`src/inc/bpsr_defines.svh`:
```
// Register offsets, field positions, reset values and timing counts for the
// bus parity and DRAM self-refresh block. Included by the design modules and
// the testbench; holds definitions only.
`ifndef BPSR_DEFINES_SVH
`define BPSR_DEFINES_SVH

// Register byte offsets on the APB slave
`define BPSR_OFF_PARITY 12'h000
`define BPSR_OFF_REFRESH 12'h004
`define BPSR_OFF_STANDBY 12'h008
`define BPSR_OFF_WAIT1 12'h00c
`define BPSR_OFF_WAIT2 12'h010
`define BPSR_OFF_WAIT3 12'h014
`define BPSR_OFF_STATUS 12'h018
`define BPSR_OFF_MASK 12'h01c

// Parity control field positions
`define BPSR_PEF_BIT 15
`define BPSR_PARITY_FORCE_OUTPUT_BIT 14
`define BPSR_POL_BIT 13
`define BPSR_CHK_HI 12
`define BPSR_CHK_LO 11
`define BPSR_PARITY_RW_MASK 16'h7800
`define BPSR_PARITY_RESET 16'h0000

// Refresh control field positions
`define BPSR_RF_EN_BIT 0
`define BPSR_RF_KIND_BIT 1
`define BPSR_SBY_BIT 0

// Status bits: parity error, self-refresh entered, self-refresh left
`define BPSR_ST_PERR 0
`define BPSR_ST_SR_IN 1
`define BPSR_ST_SR_OUT 2
`define BPSR_ST_W 3

// Strobe timing: column-to-row lead in ns and its count at 250 MHz
`define BPSR_CLK_MHZ 250
`define BPSR_T_CR_NS 8
`define BPSR_CR_CYC ((`BPSR_T_CR_NS * `BPSR_CLK_MHZ + 999) / 1000)

`endif

```
`src/inc/bpsr_pkg.sv`:
```
// Types shared by the bus parity and self-refresh block.
// Assumes bpsr_defines.svh is on the include path.
package bpsr_pkg;
  // Self-refresh strobe sequencer states
  typedef enum logic [2:0] {
    BPSR_SR_IDLE,
    BPSR_SR_CAS,
    BPSR_SR_HOLD,
    BPSR_SR_RAS_UP,
    BPSR_SR_CAS_UP
  } bpsr_sr_state_t;
endpackage

```
`src/logic/bpsr_wait_gen.sv`:
```
// Per-area bus cycle length and wait-pin sampling from three wait registers.
// Assumes the caller gives an area number and a one-cycle start pulse.
`timescale 1ns/1ps
`default_nettype none
`include "bpsr_defines.svh"
module bpsr_wait_gen
  import bpsr_pkg::*;
#(
  parameter int AREAS = 8
)
(
  input wire logic pclk,
  input wire logic presetn,
  input wire logic [15:0] wait_cfg1,
  input wire logic [15:0] wait_cfg2,
  input wire logic [15:0] wait_cfg3,
  input wire logic [2:0] area,
  input wire logic start,
  input wire logic wait_in,
  output logic busy
);
  // Remaining base states of the current cycle
  logic [3:0] left;
  // Whether the pin is honoured in this cycle
  logic samp;

  // wait_cfg1 bit n enables pin sampling for area n; wait_cfg2 holds a
  // 2-bit extra state count per area and wait_cfg3 bit n adds one state
  // more, so an area can run from one to five base states
  function automatic logic [1:0] extra_of(input logic [15:0] c, input logic [2:0] a);
    extra_of = c[{a, 1'b0} +: 2];
  endfunction

  // Cycle counter; wait pin stretches the last state while sampled
  always_ff @(posedge pclk or negedge presetn)
  begin
    if (!presetn)
    begin
      left <= 4'h0;
      samp <= 1'b0;
      busy <= 1'b0;
    end
    else if (start)
    begin
      left <= 4'h1 + {2'b00, extra_of(wait_cfg2, area)} + {3'b000, wait_cfg3[area]};
      samp <= wait_cfg1[area];
      busy <= 1'b1;
    end
    else if (busy)
    begin
      // Wait pin holds the final state only when sampling is enabled
      if (left == 4'h0 && !(samp && wait_in))
        busy <= 1'b0;
      else if (left != 4'h0)
        left <= left - 4'h1;
    end
  end
endmodule
`default_nettype wire

```
`src/logic/bpsr_top.sv`:
```
// What this block does
// - 16-bit parity register selects space, stores polarity bit unused
// - Parity register clears only on power-on reset
// - Top bit reads one after parity error
// - Flag clears by read-one then write-zero
// - Both refresh bits set enter self-refresh
// - Clearing kind bit exits self-refresh
// - Standby with self-refresh keeps DRAM refreshed
// - Refresh may overlap a running bus cycle
// - Wait registers set per-area states, sampling
//
// Top of the bus parity and DRAM self-refresh block, an APB slave.
// Assumes an external parity checker, pin inputs to be synchronised, and a
// separate power-on reset qualifier (por_n) sampled on pclk.
`timescale 1ns/1ps
`default_nettype none
`include "bpsr_defines.svh"
module bpsr_top
  import bpsr_pkg::*;
(
  input wire logic pclk,
  input wire logic presetn,
  input wire logic por_n,
  input wire logic psel,
  input wire logic penable,
  input wire logic pwrite,
  input wire logic [11:0] paddr,
  input wire logic [31:0] pwdata,
  input wire logic [3:0] pstrb,
  output logic [31:0] prdata,
  output logic pready,
  output logic pslverr,
  input wire logic parity_err_in,
  input wire logic [1:0] access_space,
  input wire logic ext_access,
  input wire logic [2:0] access_area,
  input wire logic wait_pin,
  input wire logic halt,
  output logic ras_n,
  output logic cas_n,
  output logic standby,
  output logic bus_busy,
  output logic irq
);
  // Register state
  logic [15:0] parity_control;
  logic [1:0] refresh_control;
  logic standby_control;
  logic [15:0] wait_cfg1, wait_cfg2, wait_cfg3;
  logic [`BPSR_ST_W-1:0] irq_status, irq_mask;
  // Set when software has read the flag as one; arms the clear
  logic pef_seen;
  // Pin synchronisers: first stage read only by the second
  logic [1:0] perr_sync, wait_sync;
  // Self-refresh sequencer
  bpsr_sr_state_t sr_state;
  logic [3:0] sr_cnt;
  logic sr_active;
  logic busy_w;
  // Power-on reset seen: por_n low during presetn low forces power-on clear
  logic por_pending;
  // Power-on qualifier pin after two stages, and the power-on clear it allows
  logic [1:0] por_sync;
  logic por_clr;

  // APB decode
  logic acc, wr, rd;
  assign acc = psel && penable;
  assign wr = acc && pwrite;
  assign rd = acc && !pwrite;

  function automatic logic hit(input logic [11:0] a, input logic [11:0] off);
    hit = (a == off);
  endfunction

  // Low 16 bits merged under byte strobes
  function automatic logic [15:0] merge16(input logic [15:0] old, input logic [31:0] d,
                                          input logic [3:0] s);
    merge16 = {s[1] ? d[15:8] : old[15:8], s[0] ? d[7:0] : old[7:0]};
  endfunction

  logic known;
  assign known = hit(paddr, `BPSR_OFF_PARITY) || hit(paddr, `BPSR_OFF_REFRESH) ||
                 hit(paddr, `BPSR_OFF_STANDBY) || hit(paddr, `BPSR_OFF_WAIT1) ||
                 hit(paddr, `BPSR_OFF_WAIT2) || hit(paddr, `BPSR_OFF_WAIT3) ||
                 hit(paddr, `BPSR_OFF_STATUS) || hit(paddr, `BPSR_OFF_MASK);

  // Synchronise pin inputs
  always_ff @(posedge pclk or negedge presetn)
  begin
    if (!presetn)
    begin
      perr_sync <= 2'b00;
      wait_sync <= 2'b00;
    end
    else
    begin
      perr_sync <= {perr_sync[0], parity_err_in};
      wait_sync <= {wait_sync[0], wait_pin};
    end
  end

  // Parity error qualified by a checked space; hi/lo select which space
  logic chk_on, perr_evt;
  assign chk_on = (parity_control[`BPSR_CHK_HI:`BPSR_CHK_LO] != 2'b00) &&
                  (access_space == parity_control[`BPSR_CHK_HI:`BPSR_CHK_LO]);
  assign perr_evt = perr_sync[1] && ext_access && chk_on;
  // Written value, only the writable control bits kept
  logic [15:0] par_wval;
  assign par_wval = merge16(parity_control, pwdata, pstrb) & `BPSR_PARITY_RW_MASK;

  // Power-on qualifier caught under the async reset and at the first edge after release
  always_ff @(posedge pclk or negedge presetn)
  begin
    if (!presetn)
      por_pending <= 1'b1;
    else
      por_pending <= 1'b0;
  end

  // Qualifier synchroniser has no reset: it must carry por_n through presetn low
  always_ff @(posedge pclk)
  begin
    por_sync <= {por_sync[0], por_n};
  end
  assign por_clr = por_pending && !por_sync[1];

  // Parity control: kept over a manual reset, cleared on power-on only.
  // Reason: presetn is also the manual reset, so it cannot clear this register.
  always_ff @(posedge pclk)
  begin
    if (por_clr)
      parity_control <= `BPSR_PARITY_RESET;
    else
    begin
      if (wr && hit(paddr, `BPSR_OFF_PARITY))
        parity_control[14:0] <= par_wval[14:0];
      // Set wins over the armed clear; writing one never sets
      if (perr_evt)
        parity_control[`BPSR_PEF_BIT] <= 1'b1;
      else if (wr && hit(paddr, `BPSR_OFF_PARITY) && pstrb[1] && pef_seen &&
               !pwdata[`BPSR_PEF_BIT])
        parity_control[`BPSR_PEF_BIT] <= 1'b0;
    end
  end

  // Clear arming: a read that returns the flag as one
  always_ff @(posedge pclk or negedge presetn)
  begin
    if (!presetn)
      pef_seen <= 1'b0;
    else if (rd && hit(paddr, `BPSR_OFF_PARITY) && parity_control[`BPSR_PEF_BIT])
      pef_seen <= 1'b1;
    else if (wr && hit(paddr, `BPSR_OFF_PARITY))
      pef_seen <= 1'b0;
  end

  // Control registers
  always_ff @(posedge pclk or negedge presetn)
  begin
    if (!presetn)
    begin
      refresh_control <= 2'b00;
      standby_control <= 1'b0;
      wait_cfg1 <= 16'hffff;
      wait_cfg2 <= 16'hffff;
      wait_cfg3 <= 16'h0000;
      irq_mask <= 3'h0;
    end
    else if (wr)
    begin
      if (hit(paddr, `BPSR_OFF_REFRESH) && pstrb[0])
        refresh_control <= pwdata[1:0];
      if (hit(paddr, `BPSR_OFF_STANDBY) && pstrb[0])
        standby_control <= pwdata[`BPSR_SBY_BIT];
      if (hit(paddr, `BPSR_OFF_WAIT1))
        wait_cfg1 <= merge16(wait_cfg1, pwdata, pstrb);
      if (hit(paddr, `BPSR_OFF_WAIT2))
        wait_cfg2 <= merge16(wait_cfg2, pwdata, pstrb);
      if (hit(paddr, `BPSR_OFF_WAIT3))
        wait_cfg3 <= merge16(wait_cfg3, pwdata, pstrb);
      if (hit(paddr, `BPSR_OFF_MASK) && pstrb[0])
        irq_mask <= pwdata[`BPSR_ST_W-1:0];
    end
  end

  // Self-refresh request: both bits high
  logic sr_req;
  assign sr_req = refresh_control[`BPSR_RF_EN_BIT] && refresh_control[`BPSR_RF_KIND_BIT];

  // Strobe sequencer: CAS falls, RAS follows after the lead time and both
  // hold; on exit RAS rises first, then CAS. Runs independent of bus cycles.
  always_ff @(posedge pclk or negedge presetn)
  begin
    if (!presetn)
    begin
      sr_state <= BPSR_SR_IDLE;
      sr_cnt <= 4'h0;
      ras_n <= 1'b1;
      cas_n <= 1'b1;
    end
    else
    begin
      unique case (sr_state)
        BPSR_SR_IDLE:
        begin
          if (sr_req)
          begin
            cas_n <= 1'b0;
            sr_cnt <= 4'(`BPSR_CR_CYC);
            sr_state <= BPSR_SR_CAS;
          end
        end
        BPSR_SR_CAS:
        begin
          if (sr_cnt > 4'h1)
            sr_cnt <= sr_cnt - 4'h1;
          else
          begin
            ras_n <= 1'b0;
            sr_state <= BPSR_SR_HOLD;
          end
        end
        BPSR_SR_HOLD:
        begin
          // Standby holds the strobes while the kind bit stays set
          if (!refresh_control[`BPSR_RF_KIND_BIT])
          begin
            ras_n <= 1'b1;
            sr_cnt <= 4'(`BPSR_CR_CYC);
            sr_state <= BPSR_SR_RAS_UP;
          end
        end
        BPSR_SR_RAS_UP:
        begin
          if (sr_cnt > 4'h1)
            sr_cnt <= sr_cnt - 4'h1;
          else
          begin
            cas_n <= 1'b1;
            sr_state <= BPSR_SR_CAS_UP;
          end
        end
        BPSR_SR_CAS_UP:
          sr_state <= BPSR_SR_IDLE;
      endcase
    end
  end
  assign sr_active = (sr_state == BPSR_SR_HOLD);

  // Standby entry on halt with standby bit; self-refresh strobes are held
  always_ff @(posedge pclk or negedge presetn)
  begin
    if (!presetn)
      standby <= 1'b0;
    else if (halt && standby_control)
      standby <= 1'b1;
    else if (!halt)
      standby <= 1'b0;
  end

  // Per-area wait generator; bus cycles start alongside refresh
  bpsr_wait_gen #(.AREAS(8)) u_wait (
    .pclk(pclk),
    .presetn(presetn),
    .wait_cfg1(wait_cfg1),
    .wait_cfg2(wait_cfg2),
    .wait_cfg3(wait_cfg3),
    .area(access_area),
    .start(ext_access && !busy_w && !standby),
    .wait_in(wait_sync[1]),
    .busy(busy_w)
  );

  always_ff @(posedge pclk or negedge presetn)
  begin
    if (!presetn)
      bus_busy <= 1'b0;
    else
      bus_busy <= busy_w;
  end

  // Interrupt status: set wins over write-one-clear
  logic sr_active_d;
  logic [`BPSR_ST_W-1:0] evts;
  assign evts = {!sr_active && sr_active_d, sr_active && !sr_active_d, perr_evt};
  always_ff @(posedge pclk or negedge presetn)
  begin
    if (!presetn)
    begin
      irq_status <= 3'h0;
      sr_active_d <= 1'b0;
      irq <= 1'b0;
    end
    else
    begin
      sr_active_d <= sr_active;
      if (wr && hit(paddr, `BPSR_OFF_STATUS) && pstrb[0])
        irq_status <= (irq_status & ~pwdata[`BPSR_ST_W-1:0]) | evts;
      else
        irq_status <= irq_status | evts;
      irq <= |(irq_status & irq_mask);
    end
  end

  // Read data and ready: no wait state, answer registered in the setup cycle
  always_ff @(posedge pclk or negedge presetn)
  begin
    if (!presetn)
    begin
      prdata <= 32'h00000000;
      pready <= 1'b0;
      pslverr <= 1'b0;
    end
    else if (psel && !penable)
    begin
      pready <= 1'b1;
      pslverr <= !known;
      unique case (1'b1)
        hit(paddr, `BPSR_OFF_PARITY): prdata <= {16'h0000, parity_control};
        hit(paddr, `BPSR_OFF_REFRESH): prdata <= {30'h0, refresh_control};
        hit(paddr, `BPSR_OFF_STANDBY): prdata <= {31'h0, standby_control};
        hit(paddr, `BPSR_OFF_WAIT1): prdata <= {16'h0000, wait_cfg1};
        hit(paddr, `BPSR_OFF_WAIT2): prdata <= {16'h0000, wait_cfg2};
        hit(paddr, `BPSR_OFF_WAIT3): prdata <= {16'h0000, wait_cfg3};
        hit(paddr, `BPSR_OFF_STATUS): prdata <= {28'h0, sr_active, irq_status};
        hit(paddr, `BPSR_OFF_MASK): prdata <= {29'h0, irq_mask};
        default: prdata <= 32'h00000000;
      endcase
    end
    else
    begin
      pready <= 1'b0;
      pslverr <= 1'b0;
    end
  end

  // Flag set by error reads back one by the next cycle
  a_pef_sets: assert property (@(posedge pclk) disable iff (!presetn)
    perr_evt |=> parity_control[`BPSR_PEF_BIT]) else $error("parity flag not set");
  a_pef_noset: assert property (@(posedge pclk) disable iff (!presetn)
    !parity_control[`BPSR_PEF_BIT] && !perr_evt |=> !parity_control[`BPSR_PEF_BIT])
    else $error("parity flag set without error");
  a_pef_clear: assert property (@(posedge pclk) disable iff (!presetn)
    parity_control[`BPSR_PEF_BIT] && !perr_evt && !pef_seen && !por_clr |=>
    parity_control[`BPSR_PEF_BIT])
    else $error("flag cleared without prior read");
  a_sr_entry: assert property (@(posedge pclk) disable iff (!presetn)
    sr_state == BPSR_SR_IDLE && sr_req |=> !cas_n ##[1:8] !ras_n)
    else $error("self-refresh entry sequence wrong");
  a_sr_exit: assert property (@(posedge pclk) disable iff (!presetn)
    sr_active && !refresh_control[`BPSR_RF_KIND_BIT] |=> ras_n && !cas_n ##[1:8] cas_n)
    else $error("self-refresh exit sequence wrong");
  a_sr_standby: assert property (@(posedge pclk) disable iff (!presetn)
    sr_active && standby && refresh_control[`BPSR_RF_KIND_BIT] |=> !ras_n && !cas_n)
    else $error("self-refresh lost in standby");
  a_stby_enter: assert property (@(posedge pclk) disable iff (!presetn)
    halt && standby_control |=> standby) else $error("standby not entered");
  a_par_rw: assert property (@(posedge pclk) disable iff (!presetn)
    wr && hit(paddr, `BPSR_OFF_PARITY) && pstrb[1] && !por_clr |=>
    parity_control[13] == $past(pwdata[13])) else $error("polarity not written");
  a_wait_busy: assert property (@(posedge pclk) disable iff (!presetn)
    ext_access && !busy_w && !standby |=> busy_w) else $error("bus cycle not started");
endmodule
`default_nettype wire

```
`config.mk`:
```
export PLATFORM = sky130hd
export DESIGN_NAME = bpsr_top
export DESIGN_NICKNAME = d
export VERILOG_FILES = /design/src/inc/bpsr_pkg.sv /design/src/logic/bpsr_wait_gen.sv /design/src/logic/bpsr_top.sv
export VERILOG_INCLUDE_DIRS = /design/src /design/src/inc
export SDC_FILE = /design/constraint.sdc
export NUM_CORES = 1
export LEC_CHECK = 0
export ABC_AREA = 1
export BUFFER_PORTS_ARGS = -buffer_cell sky130_fd_sc_hd__buf_2
export CAP_MARGIN = 20
export CORE_ASPECT_RATIO = 2
export CORE_MARGIN = 3
export CORE_UTILIZATION = 39
export DETAILED_ROUTE_END_ITERATION = 16
export GPL_TIMING_DRIVEN = 0
export PLACE_DENSITY = 0.66
export SYNTH_ARGS = -nofsm -noshare
export SYNTH_HDL_FRONTEND = slang
export SYNTH_SLANG_ARGS = --single-unit
```
`constraint.sdc`:
```
create_clock -name pclk -period 2.6 [get_ports pclk]
set_input_delay 0.26 -clock pclk [delete_from_list [all_inputs] [get_ports pclk]]
set_output_delay 0.26 -clock pclk [all_outputs]
set_load 0.005 [all_outputs]
```
==> impl_metrics.toml <==
[setup_path]
max_stage_delay_ns = 0.56
required_ns = 2.83
path_buf_inv = 1
setup.worst_path.end_class = "register"
path_cells = "nor2_1 > o32ai_1 > nand2_1 > nand2_1 > inv_1 > ha_1 > fa_1 > o211ai_1 > o21ai_0"
cp_data_arrival_time_ns = 2.53
cp-startpoint = "wait_cfg2[8]"
cp_max_fo = 3
cp_top_family = "adder cells"
timing.reg2reg.setup_slack_ns = 0.30
cp-start-kind = "register"
timing.rr.end = "u_wait.left[1]"
crit_path_frequent_cell = "nand2_1"
crit_end = "u_wait.left[1]"
path_class = "register to register"
rr_startpoint = "wait_cfg2[8]"
path_depth = 9
worstRegToRegCells = 9
critPathSlowestCell = "dfstp_2"

[finish]
nNetsFinal = 834
area_growth_syn_to_layout_pct = 17.10
diodes = 0
layout_commonest_cell = "nand2_1"
fin_area_sq_um = 6470
final_util = 0.4735
drive_above_1_share = 0.2718
most-common-layout-cells = "189 x nand2_1, 70 x buf_2, 65 x inv_1, 65 x dfrtp_1, 51 x o21ai_0"
instances_no_fill = 955

[clocking]
cts-root-buf = "clkbuf_16"
post_cts_buffers = 0
clk_path_buf_depth = 2
cts_sinks = 107
hold_buffers = 1
clk_latency_ns = 0.35
cts_max_level = 3
cts_buffers = 9
post_cts_resize_count = 0
tritoncts = "yes"
clk_pin_slew_worst_paths_ns = 0.07

[power_and_ir_drop]
powerDensity_nw_per_um2 = 627.0
p_leak_nw = 3.252
peakVddDrop_mv = 0.5411

[placement]
gp_congestion = 0.8843
place_hpwl_mm = 10.86
dp.cells = 938
portBuffers = 67
placed_cell_area_sq_um = 6183

[timing]
fin_tns_setup_ns = 0
max-slew-margin-rel = 0.6112
period_share = 0.8843
timing_hold_violations_final = 0
layout_min_cycle_time_ns = 2.299
max_freq_mhz = 434.9
skew_ns = 0.008830
worst_pin_slew_ns = 0.5833
rsz0062_at_grt = "false"
slew_viol_final = 0
setup-violations-final = 0

[synth]
syn_avg_cell_area_sq_um = 8.271
syn-instance-count = 668
syn_area_sq_um = 5525
yosys_warnings = 0
synth_seq_cells = 107
ys_seq_area_frac = 0.4862
synth_cell_type_count = 42

[routing]
dr.pass1.iters = 5
drt_iter0_drc = 280
drcViolationCount = 0
post_drt_wl_per_cell_um = 14.74
totalWireLength_mm = 14.07
vias = 4650
ant_nets = 0
via_per_inst = 4.869

[floorplan]
start_util = 0.4044
io_pins = 102
core-area_sq_um = 13660
rows = 60
die-area_sq_um = 15720
die_h_um = 174.3
chipWidth_um = 90.17

[global_routing]
grt_overflow_total = 0
grt_pass1_vias = 4705
grt_pass1_wl_mm = 22.74
antenna_found_initial = 0
grtUsageTotal = 0.1820
grt_max_degree = 60

[flow_run]
maxCapViolations = 0

[worst_hold_path]
hold_path.class = "input pin to register"

[outcome]
outcome = "finished clean"
[flip-flops by register name, indices dropped and copies added (netlist names), 3 cells and up]
register	cells
irq_mask	3
irq_status	3
parity_control	5
prdata	16
sr_cnt	4
sr_state	3
u_wait.left	4
wait_cfg1	16
wait_cfg2	16
wait_cfg3	16
[cell families (layout without fill, tap and decap cells)]
kind of cell	after synthesis	after routing	share of synthesized area
other	1	17	0.0006787
AND/OR/NAND/NOR	323	323	0.2677
XOR/XNOR	2	2	0.003171
buffers and inverters	104	189	0.09217
flip-flops	107	107	0.4862
multiplexers	1	1	0.001812
adder cells (fa/ha/maj)	7	7	0.01721
AO/OA/AOI/OAI	123	123	0.1311
[routing by layer]
| layer | share of wire | GRT usage | vias up |
|---|---|---|---|
| li1 | - | - | 2313 |
| met1 | 0.38 | 0.1921 | 2189 |
| met2 | 0.55 | 0.3406 | 123 |
| met3 | 0.045 | 0.03378 | 25 |
| met4 | 0.033 | 0.08887 | 0 |
| met5 | 0 | 0 | - |
[layout make-up]
class / instances / area, sq um
fill: 1426 / 7193
sequential: 107 / 2686
multi-input combinational: 473 / 2390
timing repair buffer: 69 / 375.4
inverter: 71 / 271.5
buffer: 33 / 237.7
tap: 186 / 232.7
clock buffer: 10 / 229.0
clock inverter: 6 / 47.55
[cell usage after synthesis, drive strengths merged]
cell type,count,share of area
buf,30,0.041
nor2,59,0.057
or2,2,0.0023
clkbuf,3,0.0020
o22ai,1,0.0011
o21a,1,0.0014
nand4,1,0.0011
o211ai,6,0.0082
o211a,1,0.0018
fa,1,0.0036
conb,1,0.00068
dfxtp,7,0.025
a31oi,2,0.0023
dfstp,35,0.17
inv,71,0.049
a31o,1,0.0016
a21oi,10,0.0091
nand3b,2,0.0027
xnor2,2,0.0032
o32ai,3,0.0048
nand2,204,0.15
nor4,1,0.0023
a32oi,1,0.0016
mux2i,1,0.0018
nand3,49,0.048
nor3,5,0.0054
o21ai,97,0.099
dfrtp,65,0.29
ha,6,0.014
[through the flow]
step                setup WS (ns)  total power, mW  hold WS (ns)
global route               0.1680            4.295      0.002874
floorplan                  0.5737            2.528      -0.03559
finish                     0.3007            4.057       0.01073
global placement           0.1036            2.767        0.3136
detailed placement        0.04432            2.799        0.3016
CTS                        0.2885            4.100      0.001558
[worst min-delay path by stage]
stage / slack [ns] / to / from / cells after the start
floorplan: -0.04 / bus_busy / presetn / 0
global placement: 0.31 / por_sync[1] / por_sync[0] / 0
detailed placement: 0.30 / prdata[13] / presetn / 1
CTS: 0.002 / wait_sync[0] / wait_pin / 1
global route: 0.003 / wait_sync[0] / wait_pin / 1
finish: 0.01 / wait_sync[0] / wait_pin / 1
[power breakdown]
part	total (mW)	switching, mW	internal, mW
sequential	1.90	0.0925	1.81
combinational	0.861	0.544	0.318
clock	1.29	0.634	0.659
No activity file was read; power rests on OpenSTA's default activity.
